**config.mk**
```make
export PLATFORM = sky130hd
export DESIGN_NAME = pcm_port_mux
export DESIGN_NICKNAME = d
export VERILOG_FILES = /design/src/include/pcm_pkg.sv /design/src/logic/pcm_port_mux.sv
export SDC_FILE = /design/constraint.sdc
export NUM_CORES = 1
export LEC_CHECK = 0
export BUFFER_PORTS_ARGS = -buffer_cell sky130_fd_sc_hd__buf_2
export CAP_MARGIN = 0
export CORE_UTILIZATION = 57
export CTS_CLUSTER_SIZE = 30
export DETAILED_ROUTE_END_ITERATION = 7
export GPL_ROUTABILITY_DRIVEN = 0
export GPL_TIMING_DRIVEN = 1
export HOLD_SLACK_MARGIN = 0.03
export PLACE_DENSITY_LB_ADDON = 0.3
export SKIP_LAST_GASP = 1
export SLEW_MARGIN = 5
export SYNTH_ARGS = -nofsm -noshare
export SYNTH_HDL_FRONTEND = slang
export SYNTH_SLANG_ARGS = --single-unit
```
**constraint.sdc**
```tcl
create_clock -name clock_in -period 3.75 [get_ports clock_in]
set_input_delay 1.125 -clock clock_in [delete_from_list [all_inputs] [get_ports clock_in]]
set_output_delay 1.125 -clock clock_in [all_outputs]
set_load 0.01 [all_outputs]
```
**src/include/pcm_pkg.sv**
```systemverilog
package pcm_pkg;
  // ----------------------------------------------------------------
  // Register map
  // ----------------------------------------------------------------
  localparam int          ADDR_W    = 18;
  localparam logic [17:0] IDX_DATA  = 18'h0f252;
  localparam logic [17:0] IDX_DIR   = 18'h0f253;
  localparam logic [17:0] IDX_DRVL  = 18'h0f254;
  localparam logic [17:0] IDX_DRVH  = 18'h0f255;
  localparam logic [17:0] IDX_FUNL  = 18'h0f256;
  localparam logic [17:0] IDX_FUNH  = 18'h0f257;
  localparam logic [17:0] ADR_DATA  = {IDX_DATA[15:0], 2'h0};
  localparam logic [17:0] ADR_DIR   = {IDX_DIR[15:0], 2'h0};
  localparam logic [17:0] ADR_DRVL  = {IDX_DRVL[15:0], 2'h0};
  localparam logic [17:0] ADR_DRVH  = {IDX_DRVH[15:0], 2'h0};
  localparam logic [17:0] ADR_FUNL  = {IDX_FUNL[15:0], 2'h0};
  localparam logic [17:0] ADR_FUNH  = {IDX_FUNH[15:0], 2'h0};
  localparam logic [7:0]  RST_REG   = 8'h00;
  localparam int          NPIN      = 8;
  // ----------------------------------------------------------------
  // Field codes
  // ----------------------------------------------------------------
  localparam logic [1:0]  DRV_OFF   = 2'h0;
  localparam logic [1:0]  DRV_PCH   = 2'h1;
  localparam logic [1:0]  DRV_NCH   = 2'h2;
  localparam logic [1:0]  DRV_PP    = 2'h3;
  localparam logic [1:0]  FN_GP     = 2'h0;
  localparam logic [1:0]  FN_A      = 2'h1;
  localparam logic [1:0]  FN_B      = 2'h2;
  localparam logic [1:0]  FN_C      = 2'h3;
  // Per code: pins where the code is unused
  localparam logic [7:0]  RSV_A     = 8'hc0;
  localparam logic [7:0]  RSV_B     = 8'h10;
  localparam logic [7:0]  RSV_C     = 8'h5f;
  // Per code: pins where the code only feeds a peripheral input
  localparam logic [7:0]  INP_A     = 8'h14;
  localparam logic [7:0]  INP_B     = 8'h21;
  // Pin indices of routed functions
  localparam int          P_SDA     = 0;
  localparam int          P_SCL     = 1;
  localparam int          P_RXB     = 2;
  localparam int          P_RXA     = 4;
  localparam int          P_SINH    = 5;
  localparam int          P_SCKH    = 6;
endpackage : pcm_pkg

```
**src/logic/pcm_port_mux.sv**
```systemverilog
// The APB register port was decided locally.
`timescale 1ns/100ps
module pcm_port_mux
  import pcm_pkg::*;
(
  // Clock, reset, enable
  input  wire logic        clock_in,
  input  wire logic        nrst_in,
  input  wire logic        en_in,
  // APB slave
  input  wire logic        psel_in,
  input  wire logic        penable_in,
  input  wire logic        pwrite_in,
  input  wire logic [17:0] paddr_in,
  input  wire logic [31:0] pwdata_in,
  input  wire logic [3:0]  pstrb_in,
  output logic      [31:0] prdata_out,
  output logic             pready_out,
  output logic             pslverr_out,
  // Pins
  input  wire logic [7:0]  pin_in,
  output logic      [7:0]  pin_out,
  output logic      [7:0]  pin_oe_n_out,
  output logic      [7:0]  pull_up_out,
  output logic      [7:0]  pull_down_out,
  // Peripheral outputs toward the pins
  input  wire logic        uart_a_transmit_in,
  input  wire logic        uart_b_transmit_in,
  input  wire logic        sync_serial_data_out_in,
  input  wire logic        sync_serial_clock_in,
  input  wire logic        i2c_scl_in,
  input  wire logic        i2c_sda_in,
  input  wire logic        pulse_width_out_a_in,
  input  wire logic        pulse_width_out_b_in,
  // Pin levels toward the peripherals
  output logic             uart_a_receive_out,
  output logic             uart_b_receive_out,
  output logic             sync_serial_data_in_out,
  output logic             sync_serial_clock_out,
  output logic             i2c_scl_out,
  output logic             i2c_sda_out
);

  // ----------------------------------------------------------------
  // Register state
  // ----------------------------------------------------------------
  logic [7:0] data_q;
  logic [7:0] dir_q;
  logic [7:0] drvl_q;
  logic [7:0] drvh_q;
  logic [7:0] funl_q;
  logic [7:0] funh_q;
  logic [7:0] pin_q;
  logic [7:0] rd_data;
  logic [7:0] alt_a;
  logic [7:0] alt_b;
  logic [7:0] alt_c;
  logic [7:0] pin_val;
  logic [7:0] oe_n_d;
  logic       acc;
  logic       wr;
  logic       hit;

  // ----------------------------------------------------------------
  // APB decode
  // ----------------------------------------------------------------
  // Access takes two cycles: pready is raised one edge into access.
  assign acc = psel_in && penable_in;
  assign wr  = acc && pready_out && pwrite_in && pstrb_in[0] && hit;

  always_comb begin
    hit = 1'b1;
    case (paddr_in)
      ADR_DATA: rd_data = (dir_q & pin_q) | (~dir_q & data_q);
      ADR_DIR:  rd_data = dir_q;
      ADR_DRVL: rd_data = drvl_q;
      ADR_DRVH: rd_data = drvh_q;
      ADR_FUNL: rd_data = funl_q;
      ADR_FUNH: rd_data = funh_q;
      default: begin
        rd_data = 8'h00;
        hit     = 1'b0;
      end
    endcase
  end

  always_ff @(posedge clock_in) begin
    if (!nrst_in) begin
      pready_out  <= 1'b0;
      prdata_out  <= 32'h0000_0000;
      pslverr_out <= 1'b0;
    end else if (en_in) begin
      pready_out <= acc && !pready_out;
      if (acc && !pready_out) begin
        prdata_out  <= {24'h00_0000, pwrite_in ? 8'h00 : rd_data};
        pslverr_out <= !hit;
      end else begin
        pslverr_out <= 1'b0;
      end
    end
  end

  // ----------------------------------------------------------------
  // Control registers
  // ----------------------------------------------------------------
  always_ff @(posedge clock_in) begin
    if (!nrst_in) begin
      data_q <= RST_REG;
      dir_q  <= RST_REG;
      drvl_q <= RST_REG;
      drvh_q <= RST_REG;
      funl_q <= RST_REG;
      funh_q <= RST_REG;
    end else if (en_in && wr) begin
      case (paddr_in)
        ADR_DATA: data_q <= pwdata_in[7:0];
        ADR_DIR:  dir_q  <= pwdata_in[7:0];
        ADR_DRVL: drvl_q <= pwdata_in[7:0];
        ADR_DRVH: drvh_q <= pwdata_in[7:0];
        ADR_FUNL: funl_q <= pwdata_in[7:0];
        ADR_FUNH: funh_q <= pwdata_in[7:0];
        default:  data_q <= data_q;
      endcase
    end
  end

  // Pins are synchronous to the clock; one sample stage
  always_ff @(posedge clock_in) begin
    if (!nrst_in) begin
      pin_q <= 8'h00;
    end else if (en_in) begin
      pin_q <= pin_in;
    end
  end

  // ----------------------------------------------------------------
  // Function routing
  // ----------------------------------------------------------------
  // Serial clock is routed as an output value; under code B the level of pin 6,
  // else of pin 1, also goes to the serial unit, whether the pin is input or output.
  assign alt_a = {2'b00, uart_a_transmit_in, 1'b0,
                  uart_b_transmit_in, 1'b0, i2c_scl_in,
                  i2c_sda_in};
  assign alt_b = {sync_serial_data_out_in, sync_serial_clock_in, 1'b0,
                  1'b0, pulse_width_out_a_in, sync_serial_data_out_in,
                  sync_serial_clock_in, 1'b0};
  assign alt_c = {pulse_width_out_b_in, 1'b0, uart_b_transmit_in,
                  5'b00000};

  generate
    for (genvar i = 0; i < NPIN; i++) begin : g_pin
      logic [1:0] fn;
      logic [1:0] dv;
      assign fn = {funh_q[i], funl_q[i]};
      assign dv = {drvh_q[i], drvl_q[i]};

      always_comb begin
        case (fn)
          FN_GP: pin_val[i] = data_q[i];
          FN_A: begin
            if (RSV_A[i])
              pin_val[i] = 1'b0;
            else if (INP_A[i])
              pin_val[i] = data_q[i];
            else
              pin_val[i] = alt_a[i];
          end
          FN_B: begin
            if (RSV_B[i])
              pin_val[i] = 1'b0;
            else if (INP_B[i])
              pin_val[i] = data_q[i];
            else
              pin_val[i] = alt_b[i];
          end
          FN_C: begin
            if (RSV_C[i])
              pin_val[i] = 1'b0;
            else
              pin_val[i] = alt_c[i];
          end
          default: pin_val[i] = data_q[i];
        endcase
      end

      // Open-drain types only drive the level they own
      always_comb begin
        case (dv)
          DRV_OFF: oe_n_d[i] = 1'b1;
          DRV_PCH: oe_n_d[i] = !pin_val[i];
          DRV_NCH: oe_n_d[i] = pin_val[i];
          DRV_PP:  oe_n_d[i] = 1'b0;
          default: oe_n_d[i] = 1'b1;
        endcase
      end

      always_ff @(posedge clock_in) begin
        if (!nrst_in) begin
          pin_out[i]       <= 1'b0;
          pin_oe_n_out[i]  <= 1'b1;
          pull_up_out[i]   <= 1'b0;
          pull_down_out[i] <= 1'b0;
        end else if (en_in) begin
          pin_out[i]       <= pin_val[i];
          pin_oe_n_out[i]  <= dir_q[i] | oe_n_d[i];
          pull_up_out[i]   <= dir_q[i] && dv == DRV_NCH;
          pull_down_out[i] <= dir_q[i] && dv == DRV_PCH;
        end
      end
    end
  endgenerate

  // ----------------------------------------------------------------
  // Pin levels to peripherals
  // ----------------------------------------------------------------
  // Unrouted inputs rest at their idle level so a peripheral sees
  // no false start bit or clock edge.
  always_ff @(posedge clock_in) begin
    if (!nrst_in) begin
      uart_a_receive_out      <= 1'b1;
      uart_b_receive_out      <= 1'b1;
      sync_serial_data_in_out <= 1'b0;
      sync_serial_clock_out   <= 1'b0;
      i2c_scl_out             <= 1'b1;
      i2c_sda_out             <= 1'b1;
    end else if (en_in) begin
      uart_a_receive_out <= ({funh_q[P_RXA], funl_q[P_RXA]} == FN_A) ?
                            pin_q[P_RXA] : 1'b1;
      uart_b_receive_out <= ({funh_q[P_RXB], funl_q[P_RXB]} == FN_A) ?
                            pin_q[P_RXB] : 1'b1;
      if ({funh_q[P_SINH], funl_q[P_SINH]} == FN_B)
        sync_serial_data_in_out <= pin_q[P_SINH];
      else if ({funh_q[P_SDA], funl_q[P_SDA]} == FN_B)
        sync_serial_data_in_out <= pin_q[P_SDA];
      else
        sync_serial_data_in_out <= 1'b0;
      if ({funh_q[P_SCKH], funl_q[P_SCKH]} == FN_B)
        sync_serial_clock_out <= pin_q[P_SCKH];
      else if ({funh_q[P_SCL], funl_q[P_SCL]} == FN_B)
        sync_serial_clock_out <= pin_q[P_SCL];
      else
        sync_serial_clock_out <= 1'b0;
      i2c_scl_out <= ({funh_q[P_SCL], funl_q[P_SCL]} == FN_A) ?
                     pin_q[P_SCL] : 1'b1;
      i2c_sda_out <= ({funh_q[P_SDA], funl_q[P_SDA]} == FN_A) ?
                     pin_q[P_SDA] : 1'b1;
    end
  end
endmodule : pcm_port_mux

```
==> Yosys cells after proc, flatten, opt, wreduce, memory -nomap -nowiden <==
Cells that the tools add are included.
{ "classes": {"eq_ne": 54, "mux": 28, "bitwise": 12, "reduce_logical": 63} }
{ "ops": {"columns": ["op", "count"], "rows": [
  ["equality test 18 bit (second input constant)", 6],
  ["equality test 2 bit (second input constant)", 32],
  ["one-hot mux 8 bit (6 select lines)", 1],
  ["one-hot mux 1 bit (4 select lines)", 11],
  ["equality test 2 x 1 -> 1 bit (second input constant)", 16],
  ["zero test 2 bit", 16],
  ["logical AND 1 bit", 23],
  ["AND 8 bit", 2],
  ["AND reduction 2 bit", 7],
  ["one-hot mux 1 bit (3 select lines)", 4],
  ["OR reduction 2 bit", 6],
  ["zero test 1 bit", 10],
  ["2-to-1 mux 1 bit", 10],
  ["2-to-1 mux 8 bit", 1],
  ["NOT 8 bit", 1],
  ["bitwise OR 1 bit", 8],
  ["bitwise OR 8 bit", 1],
  ["OR reduction 6 bit", 1],
  ["one-hot mux 1 bit (2 select lines)", 1]
]} }
{ "word_totals": {"register_bits": 104, "inputBits": 76, "output_inout_bits": 72, "wordCells": 205} }

==> Depth between registers and ports, before layout <==
{ "depth": {"depth_word": 7, "depth_mapped": 7, "mapped_depth_nobuf": 4} }

==> Least setup slack after synthesis <==
No wires, ideal clock.
{ "synth_timing": {"path_type": "input-to-reg", "start": "input paddr_in[13]", "end": "register drvh_q[0]", "setup_time_ns": 0.132, "arrival_ns": 2.303, "required_ns": 3.618, "slack_ns": 1.315, "cell_stages": 7, "path_buffers": 3, "cell_sequence": "nand4bb_1 > buf_6 > or2_1 > buf_6 > buf_6 > o41ai_2 > a21oi_1"} }
{ "synth_via": {"elab_chain_cells": 6, "word_cells_on_any_way": 11, "classes_between": "6 x eq/ne; 1 x mux; 4 x reduce/logical"} }
{ "synth_rtl": {"columns": ["element", "line_no", "source"], "rows": [
  ["start: declaration", "pcm_port_mux.sv:14", "input wire logic [17:0] paddr_in,"],
  ["equality test 18 bit (on tied branches)", "pcm_port_mux.sv:73, pcm_port_mux.sv:115", null],
  ["OR reduction 6 bit (no source line)", null, null],
  ["2-to-1 mux 1 bit", "pcm_port_mux.sv:73", "case (paddr_in)"],
  ["logical AND 1 bit", "pcm_port_mux.sv:69", "assign wr = acc && pready_out && pwrite_in && pstrb_in[0] && hit;"],
  ["logical AND 1 bit", "pcm_port_mux.sv:114", "end else if (en_in && wr) begin"],
  ["AND reduction 2 bit (no source line) *", null, null],
  ["end signal: assignment", "pcm_port_mux.sv:119", "ADR_DRVH: drvh_q <= pwdata_in[7:0];"],
  ["end: declaration", "pcm_port_mux.sv:50", "logic [7:0] drvh_q;"]
]} }
Mark *: on every way between the ends. The rest lies on a longest branch, timed or not.
A chain may end at the register's enable or synchronous reset.

==> Worst setup path after layout <==
{ "layout_timing": {"start": "input paddr_in[2]", "end": "register funh_q[1]"} }
{ "layout_via": {"elab_chain_cells": 6, "word_cells_on_any_way": 11, "classes_between": "6 x eq/ne; 1 x mux; 4 x reduce/logical"} }
{ "layout_rtl": {"columns": ["element", "line_no", "source"], "rows": [
  ["equality test 18 bit (on tied branches)", "pcm_port_mux.sv:73, pcm_port_mux.sv:115", null],
  ["OR reduction 6 bit (no source line)", null, null],
  ["2-to-1 mux 1 bit", "pcm_port_mux.sv:73", null],
  ["logical AND 1 bit", "pcm_port_mux.sv:69", null],
  ["logical AND 1 bit", "pcm_port_mux.sv:114", null],
  ["AND reduction 2 bit (no source line) *", null, null],
  ["end signal: assignment", "pcm_port_mux.sv:121", "ADR_FUNH: funh_q <= pwdata_in[7:0];"],
  ["end: declaration", "pcm_port_mux.sv:52", "logic [7:0] funh_q;"]
]} }
Marks and branches as above.

==> results.json <==
{
  "outcome": "completed",
  "globalRouteOverflowTotal": 0,
  "netSwitchingPower_uw": 491,
  "drc": 0,
  "antenna_cells": 0,
  "crit_path_end_kind": "flop",
  "period_needed_ps": 2650,
  "crit_type": "input pin to flop",
  "yosys_warnings": 0,
  "ios": 148,
  "fmax_mhz": 377,
  "numCtsBuffers": 9,
  "dpl_cell_area_um2": 5850,
  "worst_ep_required_time_ps": 4030,
  "vias": 4953,
  "ys_seq_area_share_pct": 37.7,
  "numPortBuffers": 96,
  "intPower_uw": 1580,
  "core_um2": 9330,
  "grt_max_degree": 62,
  "synth_area_per_cell_um2": 9.53,
  "cts_setup_buffers": 0,
  "final_cell_mix": "104 x dfxtp_1, 96 x buf_2, 55 x nand2_1",
  "report.final.slew_viol_count": 0,
  "antenna_found_initial": 0,
  "relSlewSlack_pct": 30.9,
  "synth_ff_type": "dfxtp_1",
  "wl_mm": 14.9,
  "min_path_type": "flop to flop",
  "power_density_nw_per_um2": 340,
  "nets": 718,
  "h-tree-depth": 3,
  "antenna_left": 0,
  "hold_violations": 0,
  "seq_power_share_pct": 54.3,
  "die_width_um": 100,
  "tritoncts": "done",
  "synth.cell_area_um2": 5520,
  "drt-wirelength-per-cell_um": 19.2,
  "tns_ps": 0,
  "layout_commonest_cell": "dfxtp_1",
  "finalSetupViolCount": 0,
  "stdcell_count": 776,
  "swShare_pct": 23.8,
  "dieHeight_um": 100,
  "critPathMaxFanout": 28,
  "clock_path_buffers": 2,
  "synth.distinct_cells": 53,
  "peakVddDrop_mv": 0.231,
  "grt_pass1_wl_mm": 23.6,
  "clkLatencyLatePin_ps": 360,
  "viasPerCell": 6.38,
  "design_area_um2": 6080,
  "ys_ff_latch": 104,
  "grt_usage_pct": 30.2,
  "synthArstFlopShare_pct": 0,
  "area_growth_pct": 10.2,
  "dp.final_hpwl_mm": 10.5,
  "worst_pin_slew_ps": 1040,
  "combPwrFrac_pct": 7.8,
  "clk_pin_slew_ps": 90,
  "power_leakage_uw": 0.00226,
  "startpoint_type": "input pin",
  "drt_iter0_markers": 420,
  "layout-drive-gt1-share_pct": 25.8,
  "skew_ps": 10.4,
  "synth_edf_count": 0,
  "num_rows": 35,
  "netlist_instances": 579,
  "cts_resized": 0,
  "dr.pass1.iters": 5,
  "fin_crit_sh_pct": 70.7,
  "cts.sinks": 104,
  "pwr-share-clk_pct": 38.0,
  "die-area_um2": 10100,
  "initial_core_util_pct": 59.2,
  "place_inst": 760,
  "grt_setup_unrepaired": "false",
  "root_buffer": "clkbuf_8",
  "arrival_ps": 2930,
  "cts_hold_buf": 0,
  "drv_cap": 0,
  "first_global_vias": 4554
}
## metal layers
metal / track usage (%) / part of all wire [%] / up-vias
li1: - / - / 2256
met3: 6.96 / 10 / 50
met5: 0 / 0 / -
met4: 15.4 / 4.1 / 0
met2: 48.4 / 46 / 295
met1: 38.1 / 39 / 2352
## cells in the mapped netlist (all sizes together), types with 2 or more instances
library cell  instances  share of area [%]
nor4                  5                1.9
inv                   5               0.34
a21oi                54                4.9
and2                  8               0.91
nor2                 32                2.2
o41ai                32                8.1
or2                   2               0.23
nand3                24                2.2
or3                   4               0.45
a311oi                2               0.32
mux4                  7                2.9
o32ai                 4               0.63
o2111ai               8                1.3
nor3                  6               0.54
o21ai                 5               0.45
clkbuf               30                2.0
mux2                  2               0.41
nand3b                5               0.68
o32a                  4               0.73
buf                  48                6.7
nand2                55                3.7
o211ai                3               0.41
nor2b                 4               0.45
a21bo                 2               0.36
and4                  4               0.68
mux2i                45                8.2
nand4b               18                3.0
a211oi                3               0.41
nand4                36                4.5
dfxtp               104                 38
nand2b                6               0.68
## power groups by stage
stage	Clock [uW]	Sequential, uW	Combinational (uW)
final	785	1120	161
after global routing	839	1120	174
after CTS	801	1120	158
after detailed placement	0	1150	158
after global placement	0	1150	153
after floorplan	0	1150	119
## worst max-delay path, cell delays in order
cell	delay, ps
buf_2	510
nand2_1	410
nor4_4	560
nand4_1	160
a21oi_1	160
## path summary, 6_finish.rpt
kind	start	to	slack (ps)	depth (start not counted)
worst max-delay path	paddr_in[2]	funh_q[1]$_SDFFE_PN0P_	1100	5
worst min-delay path	pull_up_out[6]$_SDFFE_PN0P_	pull_up_out[6]$_SDFFE_PN0P_	460	2
worst max register to register	pready_out$_SDFFE_PN0P_	prdata_out[0]$_SDFFE_PN0P_	1790	4
worst min register to register	pull_up_out[6]$_SDFFE_PN0P_	pull_up_out[6]$_SDFFE_PN0P_	460	2
## stage by stage
stage	hold WS [ps]	worst slack, ps	utilization (%)	power [uW]
3_3_place_gp	451	792	62.7	1300
4_1_cts	466	1130	65.2	2080
5_1_grt	483	900	65.2	2140
3_5_place_dp	451	763	62.7	1300
2_1_floorplan	443	1320	-	1260
6_report	463	1100	65.2	2070
## cell families (layout without fill, tap and decap cells)
| family | Yosys count | after routing | share of synthesized area (%) |
|---|---|---|---|
| simple gates | 214 | 214 | 23.2 |
| compound gates | 123 | 123 | 18.5 |
| flops | 104 | 104 | 37.7 |
| buf+inv | 83 | 128 | 9.07 |
| mux | 54 | 54 | 11.4 |
| other cells | 1 | 24 | 0.0680 |
## final cells by class
type | count | area [um^2]
Inverter | 5 | 18.8
Clock buffer | 12 | 155
Tap cell | 129 | 161
Fill cell | 783 | 3250
Multi-Input combinational cell | 415 | 3020
Timing Repair Buffer | 107 | 563
Sequential cell | 104 | 2080
Clock inverter | 4 | 76.3
(Power assumes the default switching activity.)
